**config.mk**
```make
export PLATFORM = sky130hd
export DESIGN_NAME = ascr_regs
export DESIGN_NICKNAME = d
export VERILOG_FILES = /design/src/design/ascr_pkg.sv /design/src/design/ascr_regs.sv
export SDC_FILE = /design/constraint.sdc
export NUM_CORES = 1
export LEC_CHECK = 0
export BUFFER_PORTS_ARGS = -buffer_cell sky130_fd_sc_hd__buf_4
export CAP_MARGIN = 20
export CORE_MARGIN = 8
export CORE_UTILIZATION = 48
export DETAILED_ROUTE_END_ITERATION = 8
export GPL_TIMING_DRIVEN = 1
export PLACE_DENSITY = 0.88
export SLEW_MARGIN = 20
export SYNTH_ARGS = -nofsm -noshare
export SYNTH_HDL_FRONTEND = slang
export SYNTH_SLANG_ARGS = --single-unit
```
**constraint.sdc**
```tcl
create_clock -name i_core_clk -period 2.07 [get_ports i_core_clk]
set_input_delay 0.621 -clock i_core_clk [delete_from_list [all_inputs] [get_ports i_core_clk]]
set_output_delay 0.621 -clock i_core_clk [all_outputs]
set_load 0.03 [all_outputs]
```
**src/design/ascr_pkg.sv**
```systemverilog
package ascr_pkg;
	// Register offsets on the register port.
	localparam logic [5:0] ASCR_ADDR_THR_POS = 6'h10;
	localparam logic [5:0] ASCR_ADDR_THR_NEG = 6'h12;
	localparam logic [5:0] ASCR_ADDR_STATUS = 6'h14;
	localparam logic [5:0] ASCR_ADDR_TICK = 6'h15;
	localparam logic [5:0] ASCR_ADDR_CORR = 6'h16;
	localparam logic [5:0] ASCR_ADDR_RSVD_1C = 6'h1c;
	localparam logic [5:0] ASCR_ADDR_RSVD_1D = 6'h1d;
	// Reset values.
	localparam logic [7:0] ASCR_THR_RESET = 8'h00;
	localparam logic [7:0] ASCR_TICK_RESET = 8'h00;
	localparam logic [7:0] ASCR_CORR_RESET = 8'h00;
	localparam logic [7:0] ASCR_ZERO_BYTE = 8'h00;
	// Status field positions.
	localparam int ASCR_ST_IDE = 6;
	localparam int ASCR_ST_INIT = 4;
	localparam int ASCR_ST_MISO = 3;
	localparam int ASCR_ST_ZERO = 2;
	localparam int ASCR_ST_OFFS = 1;
	localparam int ASCR_ST_RES = 0;
	// CRC generator x^3+x+1 and all-ones seed.
	localparam logic [2:0] ASCR_CRC_POLY = 3'h3;
	localparam logic [2:0] ASCR_CRC_SEED = 3'h7;
	localparam int ASCR_CRC_DATA_W = 16;
	// Tick timing: one count every 128 us on a 100 ns clock.
	localparam int ASCR_CLK_PERIOD_NS = 100;
	localparam int ASCR_TICK_PERIOD_US = 128;
	localparam int ASCR_TICK_CYCLES = (ASCR_TICK_PERIOD_US * 1000) / ASCR_CLK_PERIOD_NS;
	localparam logic [10:0] ASCR_TICK_LAST = 11'(ASCR_TICK_CYCLES - 1);
	localparam logic [10:0] ASCR_PRESC_ZERO = 11'h000;
	localparam logic [7:0] ASCR_TICK_ONE = 8'h01;
endpackage : ascr_pkg

```
**src/design/ascr_regs.sv**
```systemverilog
`timescale 1ns/1ps
`default_nettype none
module ascr_regs
	import ascr_pkg::*;
(
	// Clock and reset.
	input wire logic i_core_clk,
	input wire logic i_rst,
	// Register port.
	input wire logic i_reg_wr,
	input wire logic i_reg_rd,
	input wire logic [5:0] i_reg_addr,
	input wire logic [7:0] i_reg_wdata,
	output logic [7:0] o_reg_rdata,
	// Device control and fault events from the core.
	input wire logic i_init_complete_lock,
	input wire logic i_init_done,
	input wire logic i_miso_mismatch,
	input wire logic i_offset_limit,
	input wire logic i_other_fault,
	// Offset cancellation update.
	input wire logic i_corr_valid,
	input wire logic [7:0] i_corr_value,
	// OTP shadow array image and its stored CRC.
	input wire logic [15:0] i_otp_image,
	input wire logic [2:0] i_otp_crc,
	// Arming configuration outputs.
	output logic [7:0] o_positive_threshold_field,
	output logic [7:0] o_negative_threshold_field,
	output logic o_arm_pos_enable,
	output logic o_arm_neg_enable,
	output logic o_arm_enable,
	// Status level outputs.
	output logic o_internal_data_error_flag
);

	// Serial 3-bit CRC over a 16-bit image, MSB first, all-ones seed.
	function automatic logic [2:0] ascr_crc3(input logic [15:0] data);
		logic [2:0] crc;
		logic fb;
		crc = ASCR_CRC_SEED;
		for (int i = ASCR_CRC_DATA_W - 1; i >= 0; i--) begin
			fb = crc[2] ^ data[i];
			crc = {crc[1:0], 1'b0} ^ (fb ? ASCR_CRC_POLY : 3'h0);
		end
		return crc;
	endfunction

	// Stored registers.
	logic [7:0] thr_pos_r; // Positive threshold.
	logic [7:0] thr_neg_r; // Negative threshold.
	logic [7:0] tick_r; // Oscillator tick value.
	logic [10:0] presc_r; // Tick prescaler.
	logic [7:0] corr_r; // Latest applied correction.
	logic [7:0] rdata_r; // Read data.
	logic ide_r; // Internal data error flag.
	logic init_r; // Init in progress flag.
	logic miso_r; // Output mismatch flag.
	logic offs_r; // Offset limit flag.
	logic res_r; // Reset occurred flag.
	logic lock_d_r; // Lock delayed one cycle.
	logic [2:0] wcrc_ref_r; // Writable CRC reference taken at lock.
	logic wcrc_fault_r; // Writable CRC fault, held until reset.
	logic pos_en_r; // Positive comparisons enabled.
	logic neg_en_r; // Negative comparisons enabled.
	logic arm_en_r; // Arming function enabled.

	// Decoding.
	wire sel_pos = (i_reg_addr == ASCR_ADDR_THR_POS);
	wire sel_neg = (i_reg_addr == ASCR_ADDR_THR_NEG);
	wire sel_status = (i_reg_addr == ASCR_ADDR_STATUS);
	wire wr_open = i_reg_wr && !i_init_complete_lock;
	wire wr_pos = wr_open && sel_pos;
	wire wr_neg = wr_open && sel_neg;
	wire rd_status = i_reg_rd && sel_status;
	wire [15:0] wr_image = {thr_pos_r, thr_neg_r};
	wire [2:0] wr_crc = ascr_crc3(wr_image);
	wire wcrc_check = i_init_complete_lock && lock_d_r;
	wire wcrc_bad = wcrc_check && (wr_crc != wcrc_ref_r);
	wire otp_bad = (ascr_crc3(i_otp_image) != i_otp_crc);
	wire ide_set = otp_bad || wcrc_bad || wcrc_fault_r || i_other_fault;
	wire tick_wrap = (presc_r == ASCR_TICK_LAST);
	wire pos_nz = (thr_pos_r != ASCR_ZERO_BYTE);
	wire neg_nz = (thr_neg_r != ASCR_ZERO_BYTE);

	// Status byte; bits 7 and 5 read zero, bit 2 is a constant zero.
	logic [7:0] status_val;
	always_comb begin
		status_val = ASCR_ZERO_BYTE;
		status_val[ASCR_ST_IDE] = ide_r;
		status_val[ASCR_ST_INIT] = init_r;
		status_val[ASCR_ST_MISO] = miso_r;
		status_val[ASCR_ST_ZERO] = 1'b0;
		status_val[ASCR_ST_OFFS] = offs_r;
		status_val[ASCR_ST_RES] = res_r;
	end

	// Read mux; reserved and unmapped locations read as zero.
	logic [7:0] rd_mux;
	always_comb begin
		unique case (i_reg_addr)
			ASCR_ADDR_THR_POS: rd_mux = thr_pos_r;
			ASCR_ADDR_THR_NEG: rd_mux = thr_neg_r;
			ASCR_ADDR_STATUS: rd_mux = status_val;
			ASCR_ADDR_TICK: rd_mux = tick_r;
			ASCR_ADDR_CORR: rd_mux = corr_r;
			default: rd_mux = ASCR_ZERO_BYTE;
		endcase
	end

	// Threshold storage; writes after lock are dropped.
	always_ff @(posedge i_core_clk or posedge i_rst) begin
		if (i_rst) begin
			thr_pos_r <= ASCR_THR_RESET;
			thr_neg_r <= ASCR_THR_RESET;
		end else begin
			if (wr_pos) begin
				thr_pos_r <= i_reg_wdata;
			end
			if (wr_neg) begin
				thr_neg_r <= i_reg_wdata;
			end
		end
	end

	// Read data register, loaded on every read strobe.
	always_ff @(posedge i_core_clk or posedge i_rst) begin
		if (i_rst) begin
			rdata_r <= ASCR_ZERO_BYTE;
		end else if (i_reg_rd) begin
			rdata_r <= rd_mux;
		end
	end

	// Free-running tick counter behind a prescaler.
	always_ff @(posedge i_core_clk or posedge i_rst) begin
		if (i_rst) begin
			presc_r <= ASCR_PRESC_ZERO;
			tick_r <= ASCR_TICK_RESET;
		end else begin
			presc_r <= tick_wrap ? ASCR_PRESC_ZERO : presc_r + 11'h001;
			if (tick_wrap) begin
				tick_r <= tick_r + ASCR_TICK_ONE;
			end
		end
	end

	// Latest correction from offset cancellation.
	always_ff @(posedge i_core_clk or posedge i_rst) begin
		if (i_rst) begin
			corr_r <= ASCR_CORR_RESET;
		end else if (i_corr_valid) begin
			corr_r <= i_corr_value;
		end
	end

	// Writable CRC reference is taken when the lock rises; a fault sticks.
	always_ff @(posedge i_core_clk or posedge i_rst) begin
		if (i_rst) begin
			lock_d_r <= 1'b0;
			wcrc_ref_r <= ASCR_CRC_SEED;
			wcrc_fault_r <= 1'b0;
		end else begin
			lock_d_r <= i_init_complete_lock;
			if (i_init_complete_lock && !lock_d_r) begin
				wcrc_ref_r <= wr_crc;
			end
			if (wcrc_bad) begin
				wcrc_fault_r <= 1'b1;
			end
		end
	end

	// Status flags; a set in the clearing cycle wins over the clear.
	always_ff @(posedge i_core_clk or posedge i_rst) begin
		if (i_rst) begin
			ide_r <= 1'b0;
			init_r <= 1'b1;
			miso_r <= 1'b0;
			offs_r <= 1'b0;
			res_r <= 1'b1;
		end else begin
			ide_r <= ide_set || (ide_r && !rd_status);
			if (i_init_done) begin
				init_r <= 1'b0;
			end
			miso_r <= i_miso_mismatch || (miso_r && !rd_status);
			offs_r <= i_offset_limit || (offs_r && !rd_status);
			res_r <= init_r || (res_r && !rd_status);
		end
	end

	// Arming enables derived from the thresholds.
	always_ff @(posedge i_core_clk or posedge i_rst) begin
		if (i_rst) begin
			pos_en_r <= 1'b0;
			neg_en_r <= 1'b0;
			arm_en_r <= 1'b0;
		end else begin
			pos_en_r <= pos_nz;
			neg_en_r <= neg_nz;
			arm_en_r <= pos_nz || neg_nz;
		end
	end

	// Outputs straight from flip-flops.
	assign o_reg_rdata = rdata_r;
	assign o_positive_threshold_field = thr_pos_r;
	assign o_negative_threshold_field = thr_neg_r;
	assign o_arm_pos_enable = pos_en_r;
	assign o_arm_neg_enable = neg_en_r;
	assign o_arm_enable = arm_en_r;
	assign o_internal_data_error_flag = ide_r;

	// Locked thresholds never change.
	AST_LOCK_HOLDS: assert property (@(posedge i_core_clk) disable iff (i_rst)
		$past(i_init_complete_lock) |-> $stable(thr_pos_r) && $stable(thr_neg_r))
		else $error("Threshold changed while locked.");

	// An open write lands next cycle.
	AST_WRITE_LANDS: assert property (@(posedge i_core_clk) disable iff (i_rst)
		wr_pos |=> thr_pos_r == $past(i_reg_wdata))
		else $error("Positive threshold write lost.");

	// Both thresholds zero keeps arming off.
	AST_BOTH_ZERO: assert property (@(posedge i_core_clk) disable iff (i_rst)
		!pos_nz && !neg_nz |=> !o_arm_enable && !o_arm_pos_enable && !o_arm_neg_enable)
		else $error("Arming enabled with both thresholds zero.");

	// A zero positive threshold disables only the positive polarity.
	AST_ONE_ZERO: assert property (@(posedge i_core_clk) disable iff (i_rst)
		!pos_nz && neg_nz |=> o_arm_enable && !o_arm_pos_enable && o_arm_neg_enable)
		else $error("Wrong polarity enable for zero threshold.");

	// Status read returns the flags and clears the transient ones.
	AST_READ_CLEARS: assert property (@(posedge i_core_clk) disable iff (i_rst)
		rd_status && !i_miso_mismatch |=> !miso_r && o_reg_rdata[ASCR_ST_MISO] == $past(miso_r))
		else $error("Mismatch flag not cleared by read.");

	// Init flag is untouched by a status read.
	AST_INIT_KEEP: assert property (@(posedge i_core_clk) disable iff (i_rst)
		init_r && !i_init_done |=> init_r)
		else $error("Init flag cleared early.");

	// OTP CRC mismatch raises the data error flag.
	AST_OTP_IDE: assert property (@(posedge i_core_clk) disable iff (i_rst)
		otp_bad |=> ide_r)
		else $error("OTP CRC error not flagged.");

	// Writable CRC fault keeps re-asserting the flag.
	AST_WCRC_STICKY: assert property (@(posedge i_core_clk) disable iff (i_rst)
		wcrc_bad |=> ide_r ##1 ide_r ##1 ide_r)
		else $error("Writable CRC fault not held.");

	// Tick advances by one at each prescaler wrap.
	AST_TICK_STEP: assert property (@(posedge i_core_clk) disable iff (i_rst)
		tick_wrap |=> tick_r == $past(tick_r) + ASCR_TICK_ONE)
		else $error("Tick counter step wrong.");

	// Between prescaler wraps the tick value stands still.
	AST_TICK_IDLE: assert property (@(posedge i_core_clk) disable iff (i_rst)
		!tick_wrap |=> $stable(tick_r))
		else $error("Tick counter moved between wraps.");

	// A write to a locked threshold leaves the stored value as it was.
	AST_LOCKED_DROP: assert property (@(posedge i_core_clk) disable iff (i_rst)
		i_reg_wr && i_init_complete_lock && sel_pos |=> $stable(thr_pos_r))
		else $error("Locked positive threshold took a write.");

	// A zero negative threshold disables only the negative polarity.
	AST_NEG_ZERO: assert property (@(posedge i_core_clk) disable iff (i_rst)
		pos_nz && !neg_nz |=> o_arm_enable && o_arm_pos_enable && !o_arm_neg_enable)
		else $error("Wrong polarity enable for zero negative threshold.");

	// A mismatch event sets its flag, even in a clearing read.
	AST_MISO_SETS: assert property (@(posedge i_core_clk) disable iff (i_rst)
		i_miso_mismatch |=> miso_r)
		else $error("Mismatch event lost.");

	// A status read with no new event clears the offset flag.
	AST_OFFS_CLEARS: assert property (@(posedge i_core_clk) disable iff (i_rst)
		rd_status && !i_offset_limit |=> !offs_r)
		else $error("Offset flag not cleared by read.");

	// The data error flag clears on a read once no fault remains.
	AST_IDE_CLEARS: assert property (@(posedge i_core_clk) disable iff (i_rst)
		rd_status && !ide_set |=> !ide_r)
		else $error("Data error flag not cleared by read.");

	// The reset flag stays set until a status read.
	AST_RES_HELD: assert property (@(posedge i_core_clk) disable iff (i_rst)
		res_r && !rd_status |=> res_r)
		else $error("Reset flag dropped without a read.");

endmodule // ascr_regs
`default_nettype wire

```
# == Word level (Yosys, flattened, before mapping) ==
# Cells that the tools add are included.
# totals
register_bits,64
romBits,0
out_inout_bits,28
ram_bits,0
latchBits,0
mem_count,0
wordCells,147
# op_classes
magnitude_cmp,0
n_mux,34
reduce_logical,24
n_bitwise,62
shifts,0
eq_ne,8
div,0
addsub,2
n_mul,0
# ops
operator,n
$xor A3 B2 Y3,30
$mux W2,32
$pmux W8 S5,1
$eq A6 B5 Y1 const B,5
$xor A1 B1 Y1,30
$reduce_bool A8 Y1,2
$add A11 B1 Y11 const B,1
$eq A11 B11 Y1 const B,1
$logic_and A1 B1 Y1,11
$mux W11,1
$add A8 B1 Y8 const B,1
$logic_or A1 B1 Y1,8
$ne A3 B3 Y1,2
$not A1 Y2,2
$logic_not A1 Y1,3

# == Longest topological paths before layout ==
# Gate-level depths: netlist (run 1).
# depth
depth_word,53
depth_mapped,8

# == Least setup slack after synthesis (run 1) ==
# No wires, ideal clock.
# synth_path
path_type,flip-flop to flip-flop
startpoint,"register thr_pos_r[6], in the netlist o_positive_threshold_field[6]"
endpoint,"register ide_r, in the netlist o_internal_data_error_flag"
path_buffers,0
required_time_ns,1.946
slack_ns,-0.310
path_stages_with_launch,9
period_less_slack_ns,2.380
arrival_ns,2.256
path_cell_list,dfrtp_1 inv_1 ha_1 xnor2_1 xnor3_1 xnor2_1 mux2i_1 a221oi_2 a211o_1
# synth_via
elab_chain_cells,37
word_cells_on_any_way,49
classes_between,1 x eq/ne; 14 x mux; 29 x bitwise; 5 x reduce/logical
# synth_lines
element,line_no,rtl
from (decl),ascr_regs.sv:50,logic [7:0] thr_pos_r;
from (signal assigned),ascr_regs.sv:118,thr_pos_r <= i_reg_wdata;
$xor A1 B1 Y1 (*),ascr_regs.sv:43,fb = crc[2] ^ data[i];
$mux W2 (*),ascr_regs.sv:44,"crc = {crc[1:0], 1'b0} ^ (fb ? ASCR_CRC_POLY : 3'h0);"
$xor A3 B2 Y3 (*) (2 in a row),ascr_regs.sv:44,
$xor A1 B1 Y1,ascr_regs.sv:43,
$mux W2,ascr_regs.sv:44,
$xor A3 B2 Y3 (*) (2 in a row),ascr_regs.sv:44,
$xor A1 B1 Y1,ascr_regs.sv:43,
$mux W2,ascr_regs.sv:44,
[... 16 more ...],--,
$xor A3 B2 Y3 (*) (2 in a row),ascr_regs.sv:44,
$xor A1 B1 Y1,ascr_regs.sv:43,
$mux W2,ascr_regs.sv:44,
$xor A3 B2 Y3 (*),ascr_regs.sv:44,
$ne A3 B3 Y1 (*),ascr_regs.sv:79,wire wcrc_bad = wcrc_check && (wr_crc != wcrc_ref_r);
$logic_and A1 B1 Y1 (*),ascr_regs.sv:79,
$logic_or A1 B1 Y1 (*) (3 in a row),ascr_regs.sv:81,wire ide_set = otp_bad || wcrc_bad || wcrc_fault_r || i_other_fault;
$logic_or A1 B1 Y1 (*),ascr_regs.sv:183,ide_r <= ide_set || (ide_r && !rd_status);
to (signal assigned),ascr_regs.sv:183,
to (decl),ascr_regs.sv:56,logic ide_r;
# Every way passes the cells marked *; elsewhere a longest branch is shown, timed or not.
# A chain may end at the register's enable or synchronous reset.

# == Final worst setup path (run 1) ==
# layout_path
startpoint,input i_otp_image[12]
endpoint,"register ide_r, in the netlist o_internal_data_error_flag"
# layout_via
elab_chain_cells,32
word_cells_on_any_way,42
classes_between,1 x eq/ne; 12 x mux; 25 x bitwise; 4 x reduce/logical
# layout_lines
element,line_no,rtl
from (decl),ascr_regs.sv:25,"input wire logic [15:0] i_otp_image,"
$xor A1 B1 Y1 (*),ascr_regs.sv:43,
$mux W2 (*),ascr_regs.sv:44,
$xor A3 B2 Y3 (*) (2 in a row),ascr_regs.sv:44,
$xor A1 B1 Y1,ascr_regs.sv:43,
$mux W2,ascr_regs.sv:44,
$xor A3 B2 Y3 (*) (2 in a row),ascr_regs.sv:44,
$xor A1 B1 Y1,ascr_regs.sv:43,
$mux W2,ascr_regs.sv:44,
[... 11 more ...],--,
$mux W2,ascr_regs.sv:44,
$xor A3 B2 Y3 (*) (2 in a row),ascr_regs.sv:44,
$xor A1 B1 Y1,ascr_regs.sv:43,
$mux W2,ascr_regs.sv:44,
$xor A3 B2 Y3 (*),ascr_regs.sv:44,
$ne A3 B3 Y1 (*),ascr_regs.sv:80,wire otp_bad = (ascr_crc3(i_otp_image) != i_otp_crc);
$logic_or A1 B1 Y1 (*) (3 in a row),ascr_regs.sv:81,
$logic_or A1 B1 Y1 (*),ascr_regs.sv:183,
# Marked as above.

==> results of run 1 <==
critical path: cells and delay by family:
| kind | cells | cell delay [ns] |
|---|---|---|
| AO/OA/AOI/OAI | 2 | 0.55 |
| XOR/XNOR | 3 | 0.75 |
| buffers and inverters | 1 | 0.07 |
| AND/OR/NAND/NOR | 1 | 0.36 |
final timing paths:
kind	depth (start not counted)	end
worst max-delay path	7	o_internal_data_error_flag$_DFF_PP0_
worst min-delay path	2	o_arm_pos_enable$_DFF_PP0_
worst max register to register	8	o_internal_data_error_flag$_DFF_PP0_
worst min register to register	1	presc_r[4]$_DFF_PP0_
max in group asynchronous	3	init_r$_DFFE_PP1P_
min in group i_core_clk	2	init_r$_DFFE_PP1P_
synth_stat cells (3+ instances only):
cell type / count / area share (%)
a21o_1: 4 / 0.91
nor3_1: 4 / 0.60
nand4_1: 5 / 0.94
nand3_1: 5 / 0.75
dfstp_2: 5 / 4.0
a22o_1: 3 / 0.79
a22oi_1: 5 / 1.1
o22ai_1: 4 / 0.75
a222oi_1: 5 / 1.5
mux2i_1: 4 / 1.2
nor4_1: 3 / 0.57
mux2_2: 26 / 8.8
ha_1: 3 / 1.1
xor2_1: 13 / 3.4
o21ai_0: 4 / 0.60
nand2_1: 15 / 1.7
a31oi_1: 5 / 0.94
nand2b_1: 3 / 0.57
a221oi_1: 3 / 0.79
nor2_1: 13 / 1.5
and3_1: 6 / 1.1
nor2b_1: 3 / 0.57
clkbuf_1: 5 / 0.57
a21oi_1: 4 / 0.60
xnor2_1: 35 / 9.2
xnor3_1: 4 / 2.7
dfrtp_1: 59 / 45
inv_1: 9 / 1.0
per-stage QoR:
stage / cells / TNS (ns) / area (sq um) / hold WS (ns)
finish: 477 / -0.07363 / 4464 / 0.3315
global route: 477 / -0.1172 / 4464 / 0.3501
CTS: 477 / -0.07102 / 4442 / 0.3362
detailed placement: 461 / -1.952 / 4273 / 0.4600
global placement: 461 / -0.6369 / 4273 / 0.4570
floorplan: 276 / -0.2983 / 3341 / 0.4387
report_power, final:
part,switching [mW],internal [mW]
Clock,0.461,0.469
Combinational,0.549,0.625
Sequential,0.0868,1.38
Total,1.10,2.47
metal layers:
metal	GRT usage, %	wire (microns)	vias up
li1	-	-	1231
met1	20.78	3374	1341
met2	30.82	4490	125
met3	5.098	611	15
met4	8.149	209	0
met5	0	0	-
state kept, by name (all words and copies together) (netlist names), 3 cells and up:
| name | cells |
|---|---|
| presc_r | 11 |
| o_reg_rdata | 8 |
| tick_r | 8 |
| corr_r | 8 |
| o_negative_threshold_field | 8 |
| o_positive_threshold_field | 8 |
| wcrc_ref_r | 3 |
repair_timing:
action	in CTS	in global routing
buffers inserted	0	0
cloned	0	0
pin swaps	1	1
endpoints found under the setup margin	1	3
resized for setup	2	4
area by class of cell:
cell class | instances | area [sq um] | share of cell area (%)
Timing Repair Buffer | 110 | 858.3 | 19.23
Sequential cell | 64 | 1610 | 36.07
Clock buffer | 15 | 156.4 | 3.503
Multi-Input combinational cell | 198 | 1697 | 38.00
Clock inverter | 1 | 5.005 | 0.1121
Tap cell | 80 | 100.1 | 2.242
Inverter | 9 | 37.54 | 0.8408
cell families after synthesis:
family,synth area share [%]
and+or+nand+nor,10.83
DFF,48.51
xor gates and xnor gates,18.65
AOI/OAI and AO/OA,9.249
muxes,10.04
buffers and inverters,1.585
adders and majority gates,1.133
==> results.json, run 1 <==
{
  "status": "complete, but fails checks",
  "violations": "setup timing",
  "period_share_pct": 103.6,
  "path_clk_slew_ns": 0.07,
  "syn-num-nets": 330,
  "fill_cells": 493,
  "core_sq_um": 6756,
  "hold_viol_final": 0,
  "drt_first_pass_iters": 6,
  "viasPerCell": 5.686,
  "yosysSeqAreaShare_pct": 48.51,
  "std_cell_rows": 30,
  "tightestPinTransition_ns": 0.5397,
  "final_cell_mix": "106 x buf_4, 57 x dfrtp_1, 32 x xnor2_1",
  "rsz0062_at_grt": "true",
  "required_ns": 2.30,
  "ys_ff_latch": 64,
  "cts_buffer_depth": 2,
  "globalRouteOverflowTotal": 0,
  "grt_max_degree": 26,
  "port_buffers": 78,
  "setup_ws_ns": -0.07363,
  "synthArstFlopShare_pct": 100.0,
  "cp_cell_sequence": "buf_6 -> xnor3_2 -> xnor2_2 -> xor2_1 -> or3_1 -> a211o_1 -> a211o_1",
  "hold_class": "in -> async",
  "max-vdd-ir-drop_mv": 0.4199,
  "crit_path_end_kind": "flop",
  "num-nets-final": 446,
  "drtIter0Drc": 139,
  "cp_max_fo": 2,
  "drive_above_1_share_pct": 42.32,
  "r2r_start": "o_positive_threshold_field[7]$_DFFE_PP0P_",
  "power_mw": 3.571,
  "dp_hpwl_microns": 6819,
  "pin_count": 79,
  "max_stage_delay_ns": 0.41,
  "num_vias": 2712,
  "start_kind": "input pin",
  "cpMostUsedCell": "a211o_1",
  "p_per_area_nw_per_um2": 799.9,
  "place_ws_ns": -0.4518,
  "grt_pass1_vias": 2781,
  "yosysWarnings": 0,
  "syn-cell-area_sq_um": 3314,
  "setup_viol": 1,
  "drc": 0,
  "numClockSinks": 64,
  "leakagePower_nw": 2.091,
  "syn_to_final_growth_pct": 34.69,
  "fin_worst_skew_ns": 0.006260,
  "die_height_microns": 99.10,
  "ant_nets": 0,
  "diodes": 0,
  "antenna_found_initial": 0,
  "grt_first_pass_wirelength_microns": 13980,
  "max_cap_viol_count": 0,
  "fmax_mhz": 466.5,
  "dieArea_sq_um": 9820,
  "die_w_microns": 99.10,
  "cts_tree": "done",
  "netlist_instances": 276,
  "rrSetupSlack_ns": -0.01,
  "cts_made_buffers": 9,
  "wirelength_microns": 8686,
  "cp-startpoint": "i_otp_image[12]",
  "clk_latency_ns": 0.34,
  "wl_per_cell_microns": 18.21,
  "crit_type": "in -> reg",
  "fin_crit_ns": 2.144,
  "gp_routability_congestion": 0.8477,
  "worst_slew_margin_rel_pct": 63.94,
  "syn_avg_cell_area_sq_um": 12.01,
  "grt_usage_pct": 18.12,
  "cts_root_buf": "clkbuf_8",
  "synth_flop_cell": "dfrtp_1",
  "cts.htree.levels": 3,
  "ys_types": 43,
  "final_max_slew_viol_count": 0,
  "start_util_pct": 49.06,
  "ctsHoldBuffers": 0,
  "final_util_pct": 66.07,
  "worstPathArrival_ns": 2.37,
  "synth_edf_count": 0,
  "final_common_cell": "buf_4",
  "slowest_stage": "xnor3_2"
}
No activity file was read; power rests on OpenSTA's default activity.
==> inputs of run 2 (changes only) <==
--- a/config.mk
+++ b/config.mk
@@ -6,12 +6,13 @@
 export NUM_CORES = 1
 export LEC_CHECK = 0
 export BUFFER_PORTS_ARGS = -buffer_cell sky130_fd_sc_hd__buf_4
-export CAP_MARGIN = 20
 export CORE_MARGIN = 8
 export CORE_UTILIZATION = 48
+export CTS_BUF_LIST = sky130_fd_sc_hd__clkbuf_4 sky130_fd_sc_hd__clkbuf_8 sky130_fd_sc_hd__clkbuf_16
 export DETAILED_ROUTE_END_ITERATION = 8
 export GPL_TIMING_DRIVEN = 1
 export PLACE_DENSITY = 0.88
+export SETUP_SLACK_MARGIN = 0.02
 export SLEW_MARGIN = 20
 export SYNTH_ARGS = -nofsm -noshare
 export SYNTH_HDL_FRONTEND = slang
==> results.json, run 2 (synthesized netlist as in run 1, its figures left out) <==
{
  "top_register": "presc_r",
  "final_common_cell": "buf_4",
  "largest_reg_flops": 11,
  "required_ns": 2.30,
  "grt_pass1_vias": 2833,
  "cts_root_buf": "clkbuf_8",
  "diodes": 0,
  "start_kind": "input pin",
  "path_clk_slew_ns": 0.07,
  "final_cell_mix": "103 x buf_4, 57 x dfrtp_1, 31 x xnor2_1",
  "leakagePower_nw": 2.110,
  "worstPathArrival_ns": 2.38,
  "wirelength_microns": 8891,
  "pin_count": 79,
  "hold_viol_final": 0,
  "setup_ws_ns": -0.07921,
  "ctsHoldBuffers": 0,
  "core_sq_um": 6756,
  "place_area_sq_um": 4233,
  "fmax_mhz": 465.3,
  "gp_routability_congestion": 0.7952,
  "crit_path_end_kind": "flop",
  "place_ws_ns": -0.4568,
  "worst_slew_margin_rel_pct": 68.60,
  "power_mw": 3.895,
  "rsz0062_at_grt": "true",
  "num_vias": 2660,
  "clk_latency_ns": 0.34,
  "cts.htree.levels": 3,
  "std_cell_rows": 30,
  "switching_share_pct": 29.04,
  "numClockSinks": 64,
  "tns_ns": -0.07921,
  "hold_ws_ns": 0.2585,
  "place_inst": 457,
  "drt_first_pass_iters": 5,
  "start_util_pct": 49.06,
  "final_util_pct": 66.87,
  "max_cap_viol_count": 0,
  "drc": 0,
  "die_height_microns": 99.10,
  "hold_class": "in -> async",
  "syn_to_final_growth_pct": 36.32,
  "p_sw_mw": 1.131,
  "grt_max_degree": 40,
  "cts_buffer_depth": 2,
  "max-vdd-ir-drop_mv": 0.5254,
  "setup_viol": 1,
  "cts_made_buffers": 9,
  "ant_nets": 0,
  "dieArea_sq_um": 9820,
  "seq_power_share_pct": 37.9,
  "p_per_area_nw_per_um2": 862.1,
  "grt_first_pass_wirelength_microns": 14300,
  "globalRouteOverflowTotal": 0,
  "rr_endpoint": "o_internal_data_error_flag$_DFF_PP0_",
  "intPower_mw": 2.764,
  "cts_tree": "done",
  "wl_per_cell_microns": 18.80,
  "period_share_pct": 103.8,
  "reg2reg_depth": 7,
  "p_clk_share_pct": 31.8,
  "viasPerCell": 5.624,
  "dp_hpwl_microns": 6814,
  "grt_usage_pct": 18.48,
  "cp_max_fo": 2,
  "die_w_microns": 99.10,
  "rrSetupSlack_ns": -0.02,
  "cts_setup_buffers": 0,
  "final_max_slew_viol_count": 0,
  "combPwrFrac_pct": 30.3,
  "tightestPinTransition_ns": 0.4660,
  "fin_crit_ns": 2.149,
  "num-nets-final": 442,
  "layout.cells.non_filler": 473,
  "status": "complete, but fails checks",
  "antenna_found_initial": 0,
  "violations": "setup timing",
  "design_area_sq_um": 4518,
  "drive_above_1_share_pct": 44.02,
  "r2r_start": "o_positive_threshold_field[2]$_DFFE_PP0P_",
  "fill_cells": 505,
  "fin_worst_skew_ns": 0.01200,
  "crit_type": "in -> reg",
  "drtIter0Drc": 195,
  "port_buffers": 78
}
run 2: layout make-up:
cell class                 count  area, sq um  area share (%)
timing repair buffer         106        815.8           18.06
tap                           80        100.1           2.215
inverter                       9        37.54          0.8308
sequential                    64         1610           35.64
clock buffer                  12        158.9           3.517
multi-input combinational    198         1719           38.05
clock inverter                 4        76.32           1.689
run 2: worst max path at each step:
stage	startpoint	end	slack, ns	depth (start not counted)
finish	i_otp_image[11]	o_internal_data_error_flag$_DFF_PP0_	-0.08	7
global route	i_otp_image[11]	o_internal_data_error_flag$_DFF_PP0_	-0.12	7
CTS	i_otp_image[11]	o_internal_data_error_flag$_DFF_PP0_	-0.06	7
detailed placement	i_otp_image[12]	o_internal_data_error_flag$_DFF_PP0_	-0.46	7
global placement	i_otp_image[12]	o_internal_data_error_flag$_DFF_PP0_	-0.39	7
floorplan	i_otp_image[12]	o_internal_data_error_flag$_DFF_PP0_	-0.30	6
run 2: critical path, stage by stage:
cell and delay, ns:
buf_6 0.08, xnor3_2 0.43, xnor2_2 0.16, xor2_1 0.18
or3_1 0.36, a211o_1 0.27, a211o_1 0.29
run 2: per-layer routing:
| layer | vias up | global-route usage, % | part of all wire (%) |
|---|---|---|---|
| met3 | 13 | 6.075 | 6.4 |
| met5 | - | 0 | 0 |
| met1 | 1342 | 19.66 | 37 |
| li1 | 1217 | - | - |
| met2 | 88 | 33.84 | 55 |
| met4 | 0 | 5.588 | 2.0 |
run 2: power groups by stage:
stage | clock network [mW] | logic [mW] | registers [mW]
finish | 1.24 | 1.18 | 1.48
CTS | 1.26 | 1.18 | 1.48
floorplan | 0 | 0.656 | 1.58
global placement | 0 | 1.11 | 1.48
global route | 1.32 | 1.27 | 1.49
detailed placement | 0 | 1.16 | 1.50
run 2: repair_timing:
item / 4_1_cts / 5_1_grt
gates cloned: 0 / 0
endpoints found under the setup margin: 2 / 4
gates resized for setup: 6 / 3
pin swaps: 3 / 1
hold endpoints to repair: 0 / 0
==> inputs of run 3 (changes only) <==
--- a/config.mk
+++ b/config.mk
@@ -5,13 +5,13 @@
 export SDC_FILE = /design/constraint.sdc
 export NUM_CORES = 1
 export LEC_CHECK = 0
-export BUFFER_PORTS_ARGS = -buffer_cell sky130_fd_sc_hd__buf_4
 export CORE_MARGIN = 8
-export CORE_UTILIZATION = 48
+export CORE_UTILIZATION = 57
 export CTS_BUF_LIST = sky130_fd_sc_hd__clkbuf_4 sky130_fd_sc_hd__clkbuf_8 sky130_fd_sc_hd__clkbuf_16
 export DETAILED_ROUTE_END_ITERATION = 8
+export DONT_BUFFER_PORTS = 1
 export GPL_TIMING_DRIVEN = 1
-export PLACE_DENSITY = 0.88
+export PLACE_DENSITY = 0.87
 export SETUP_SLACK_MARGIN = 0.02
 export SLEW_MARGIN = 20
 export SYNTH_ARGS = -nofsm -noshare
==> results.json, run 3 (synthesized netlist as in run 1, its figures left out) <==
{
  "port_buffers": 0,
  "tightestPinTransition_ns": 0.5292,
  "worst_slew_margin_rel_pct": 64.65,
  "top_usage_layer": "met2",
  "drtIter0Drc": 159,
  "multi_input_comb_area_sq_um": 1743,
  "design_area_sq_um": 3933,
  "hold_ws_ns": 0.1890,
  "cts.htree.levels": 3,
  "met1_usage_pct": 20.76,
  "crit_type": "reg -> reg",
  "status": "complete, but fails checks",
  "period_share_pct": 100.7,
  "place_area_sq_um": 3687,
  "start_kind": "flop",
  "met2_usage_pct": 33.02,
  "grt_usage_pct": 19.45,
  "clk_latency_ns": 0.34,
  "max_cap_viol_count": 0,
  "worstPathArrival_ns": 2.31,
  "pin_count": 79,
  "p_clk_share_pct": 26.9,
  "viasPerCell": 5.959,
  "dp_hpwl_microns": 6351,
  "final_cell_mix": "57 x dfrtp_1, 32 x xnor2_1, 32 x buf_4",
  "rsz0062_at_grt": "true",
  "hold_viol_final": 0,
  "die_height_microns": 92.26,
  "fmax_mhz": 479.7,
  "cts_tree": "done",
  "p_sw_mw": 1.089,
  "drive_above_1_share_pct": 31.46,
  "syn_to_final_growth_pct": 18.65,
  "top_register": "presc_r",
  "seq_power_share_pct": 43.7,
  "grt_max_degree": 25,
  "cts_made_buffers": 9,
  "globalRouteOverflowTotal": 0,
  "cts_root_buf": "clkbuf_8",
  "wl_per_cell_microns": 21.11,
  "fin_worst_skew_ns": 0.009325,
  "start_util_pct": 59.46,
  "gp_routability_congestion": 0.8524,
  "drc": 0,
  "std_cell_rows": 27,
  "setup_viol": 1,
  "required_ns": 2.29,
  "dieArea_sq_um": 8511,
  "ctsHoldBuffers": 0,
  "diodes": 0,
  "p_per_area_nw_per_um2": 893.1,
  "intPower_mw": 2.423,
  "cp_max_fo": 2,
  "leakagePower_nw": 1.735,
  "num-nets-final": 370,
  "ff_latch_area_sq_um": 1610,
  "num_vias": 2342,
  "grt_first_pass_wirelength_microns": 12890,
  "setup_ws_ns": -0.01466,
  "fin_crit_ns": 2.085,
  "fill_cells": 381,
  "wirelength_microns": 8295,
  "cts_buffer_depth": 2,
  "die_w_microns": 92.26,
  "combPwrFrac_pct": 29.4,
  "switching_share_pct": 31.02,
  "max-vdd-ir-drop_mv": 0.6558,
  "grt_pass1_vias": 2476,
  "violations": "setup timing",
  "core_sq_um": 5574,
  "hold_class": "in -> async",
  "final_max_slew_viol_count": 0,
  "final_common_cell": "dfrtp_1",
  "antenna_found_initial": 0,
  "grt_use_met3_pct": 7.824,
  "drt_first_pass_iters": 4,
  "ant_nets": 0,
  "numClockSinks": 64,
  "largest_reg_flops": 11,
  "tns_ns": -0.01466,
  "path_clk_slew_ns": 0.07,
  "crit_path_end_kind": "flop"
}
run 3: cell types whose count changed in the layout (fill, tap and decap cells not counted), sizes merged:
cell	before	now
buf	106	34
bufinv	2	0
clkbuf	12	14
clkinv	1	2
clkinvlp	2	1
run 3: critical path, cell delays in order, from the launching register on:
cell      delay (ns)
dfrtp_2         0.42
inv_2           0.07
ha_4            0.20
xnor2_2         0.16
xnor3_2         0.33
xnor2_4         0.19
mux2i_1         0.25
a221oi_2        0.11
a211o_1         0.23
run 3: area by class of cell:
type | instances | area share (%)
Clock inverter | 2 | 0.2545
Clock buffer | 14 | 4.104
Multi-Input combinational cell | 198 | 44.32
Sequential cell | 64 | 40.95
Timing Repair Buffer | 34 | 7.127
Tap cell | 72 | 2.291
Inverter | 9 | 0.9545
run 3: routing by layer:
layer  share of wire, %  vias to the layer above
li1                   -                     1072
met1                 36                     1186
met2                 55                       66
met3                7.0                       18
met4                2.6                        0
met5                  0                        -
run 3: metrics by stage:
step | power [mW] | instances | util [%] | setup slack (ns)
2_1_floorplan | 2.240 | 276 | - | -0.2983
3_3_place_gp | 2.445 | 376 | 66.15 | -0.2875
4_1_cts | 3.443 | 392 | 69.72 | -0.02628
6_report | 3.512 | 393 | 70.55 | -0.01466
5_1_grt | 3.663 | 393 | 70.55 | -0.08620
3_5_place_dp | 2.489 | 376 | 66.15 | -0.2999
run 3: final timing paths:
kind	start	cells after the start	to	slack, ns
worst max-delay path	o_positive_threshold_field[6]$_DFFE_PP0P_	8	o_internal_data_error_flag$_DFF_PP0_	-0.01
worst min-delay path	i_rst	1	o_positive_threshold_field[2]$_DFFE_PP0P_	0.19
worst max register to register	o_positive_threshold_field[6]$_DFFE_PP0P_	8	o_internal_data_error_flag$_DFF_PP0_	-0.01
worst min register to register	presc_r[4]$_DFF_PP0_	1	presc_r[4]$_DFF_PP0_	0.48
max in group asynchronous	i_rst	2	wcrc_ref_r[1]$_DFFE_PP1P_	1.33
min in group i_core_clk	i_init_complete_lock	0	lock_d_r$_DFF_PP0_	0.31
run 3: what timing repair did:
item,4_1_cts,5_1_grt
pin swaps,3,2
setup buffers,0,1
resized for setup,5,5
setup endpoints to repair,2,7
run 3: power groups by stage:
stage | sequential, mW | clock (mW) | combinational (mW)
6_report | 1.54 | 0.945 | 1.03
4_1_cts | 1.53 | 0.963 | 0.953
5_1_grt | 1.54 | 1.02 | 1.10
2_1_floorplan | 1.58 | 0 | 0.656
3_5_place_dp | 1.55 | 0 | 0.940
3_3_place_gp | 1.54 | 0 | 0.909
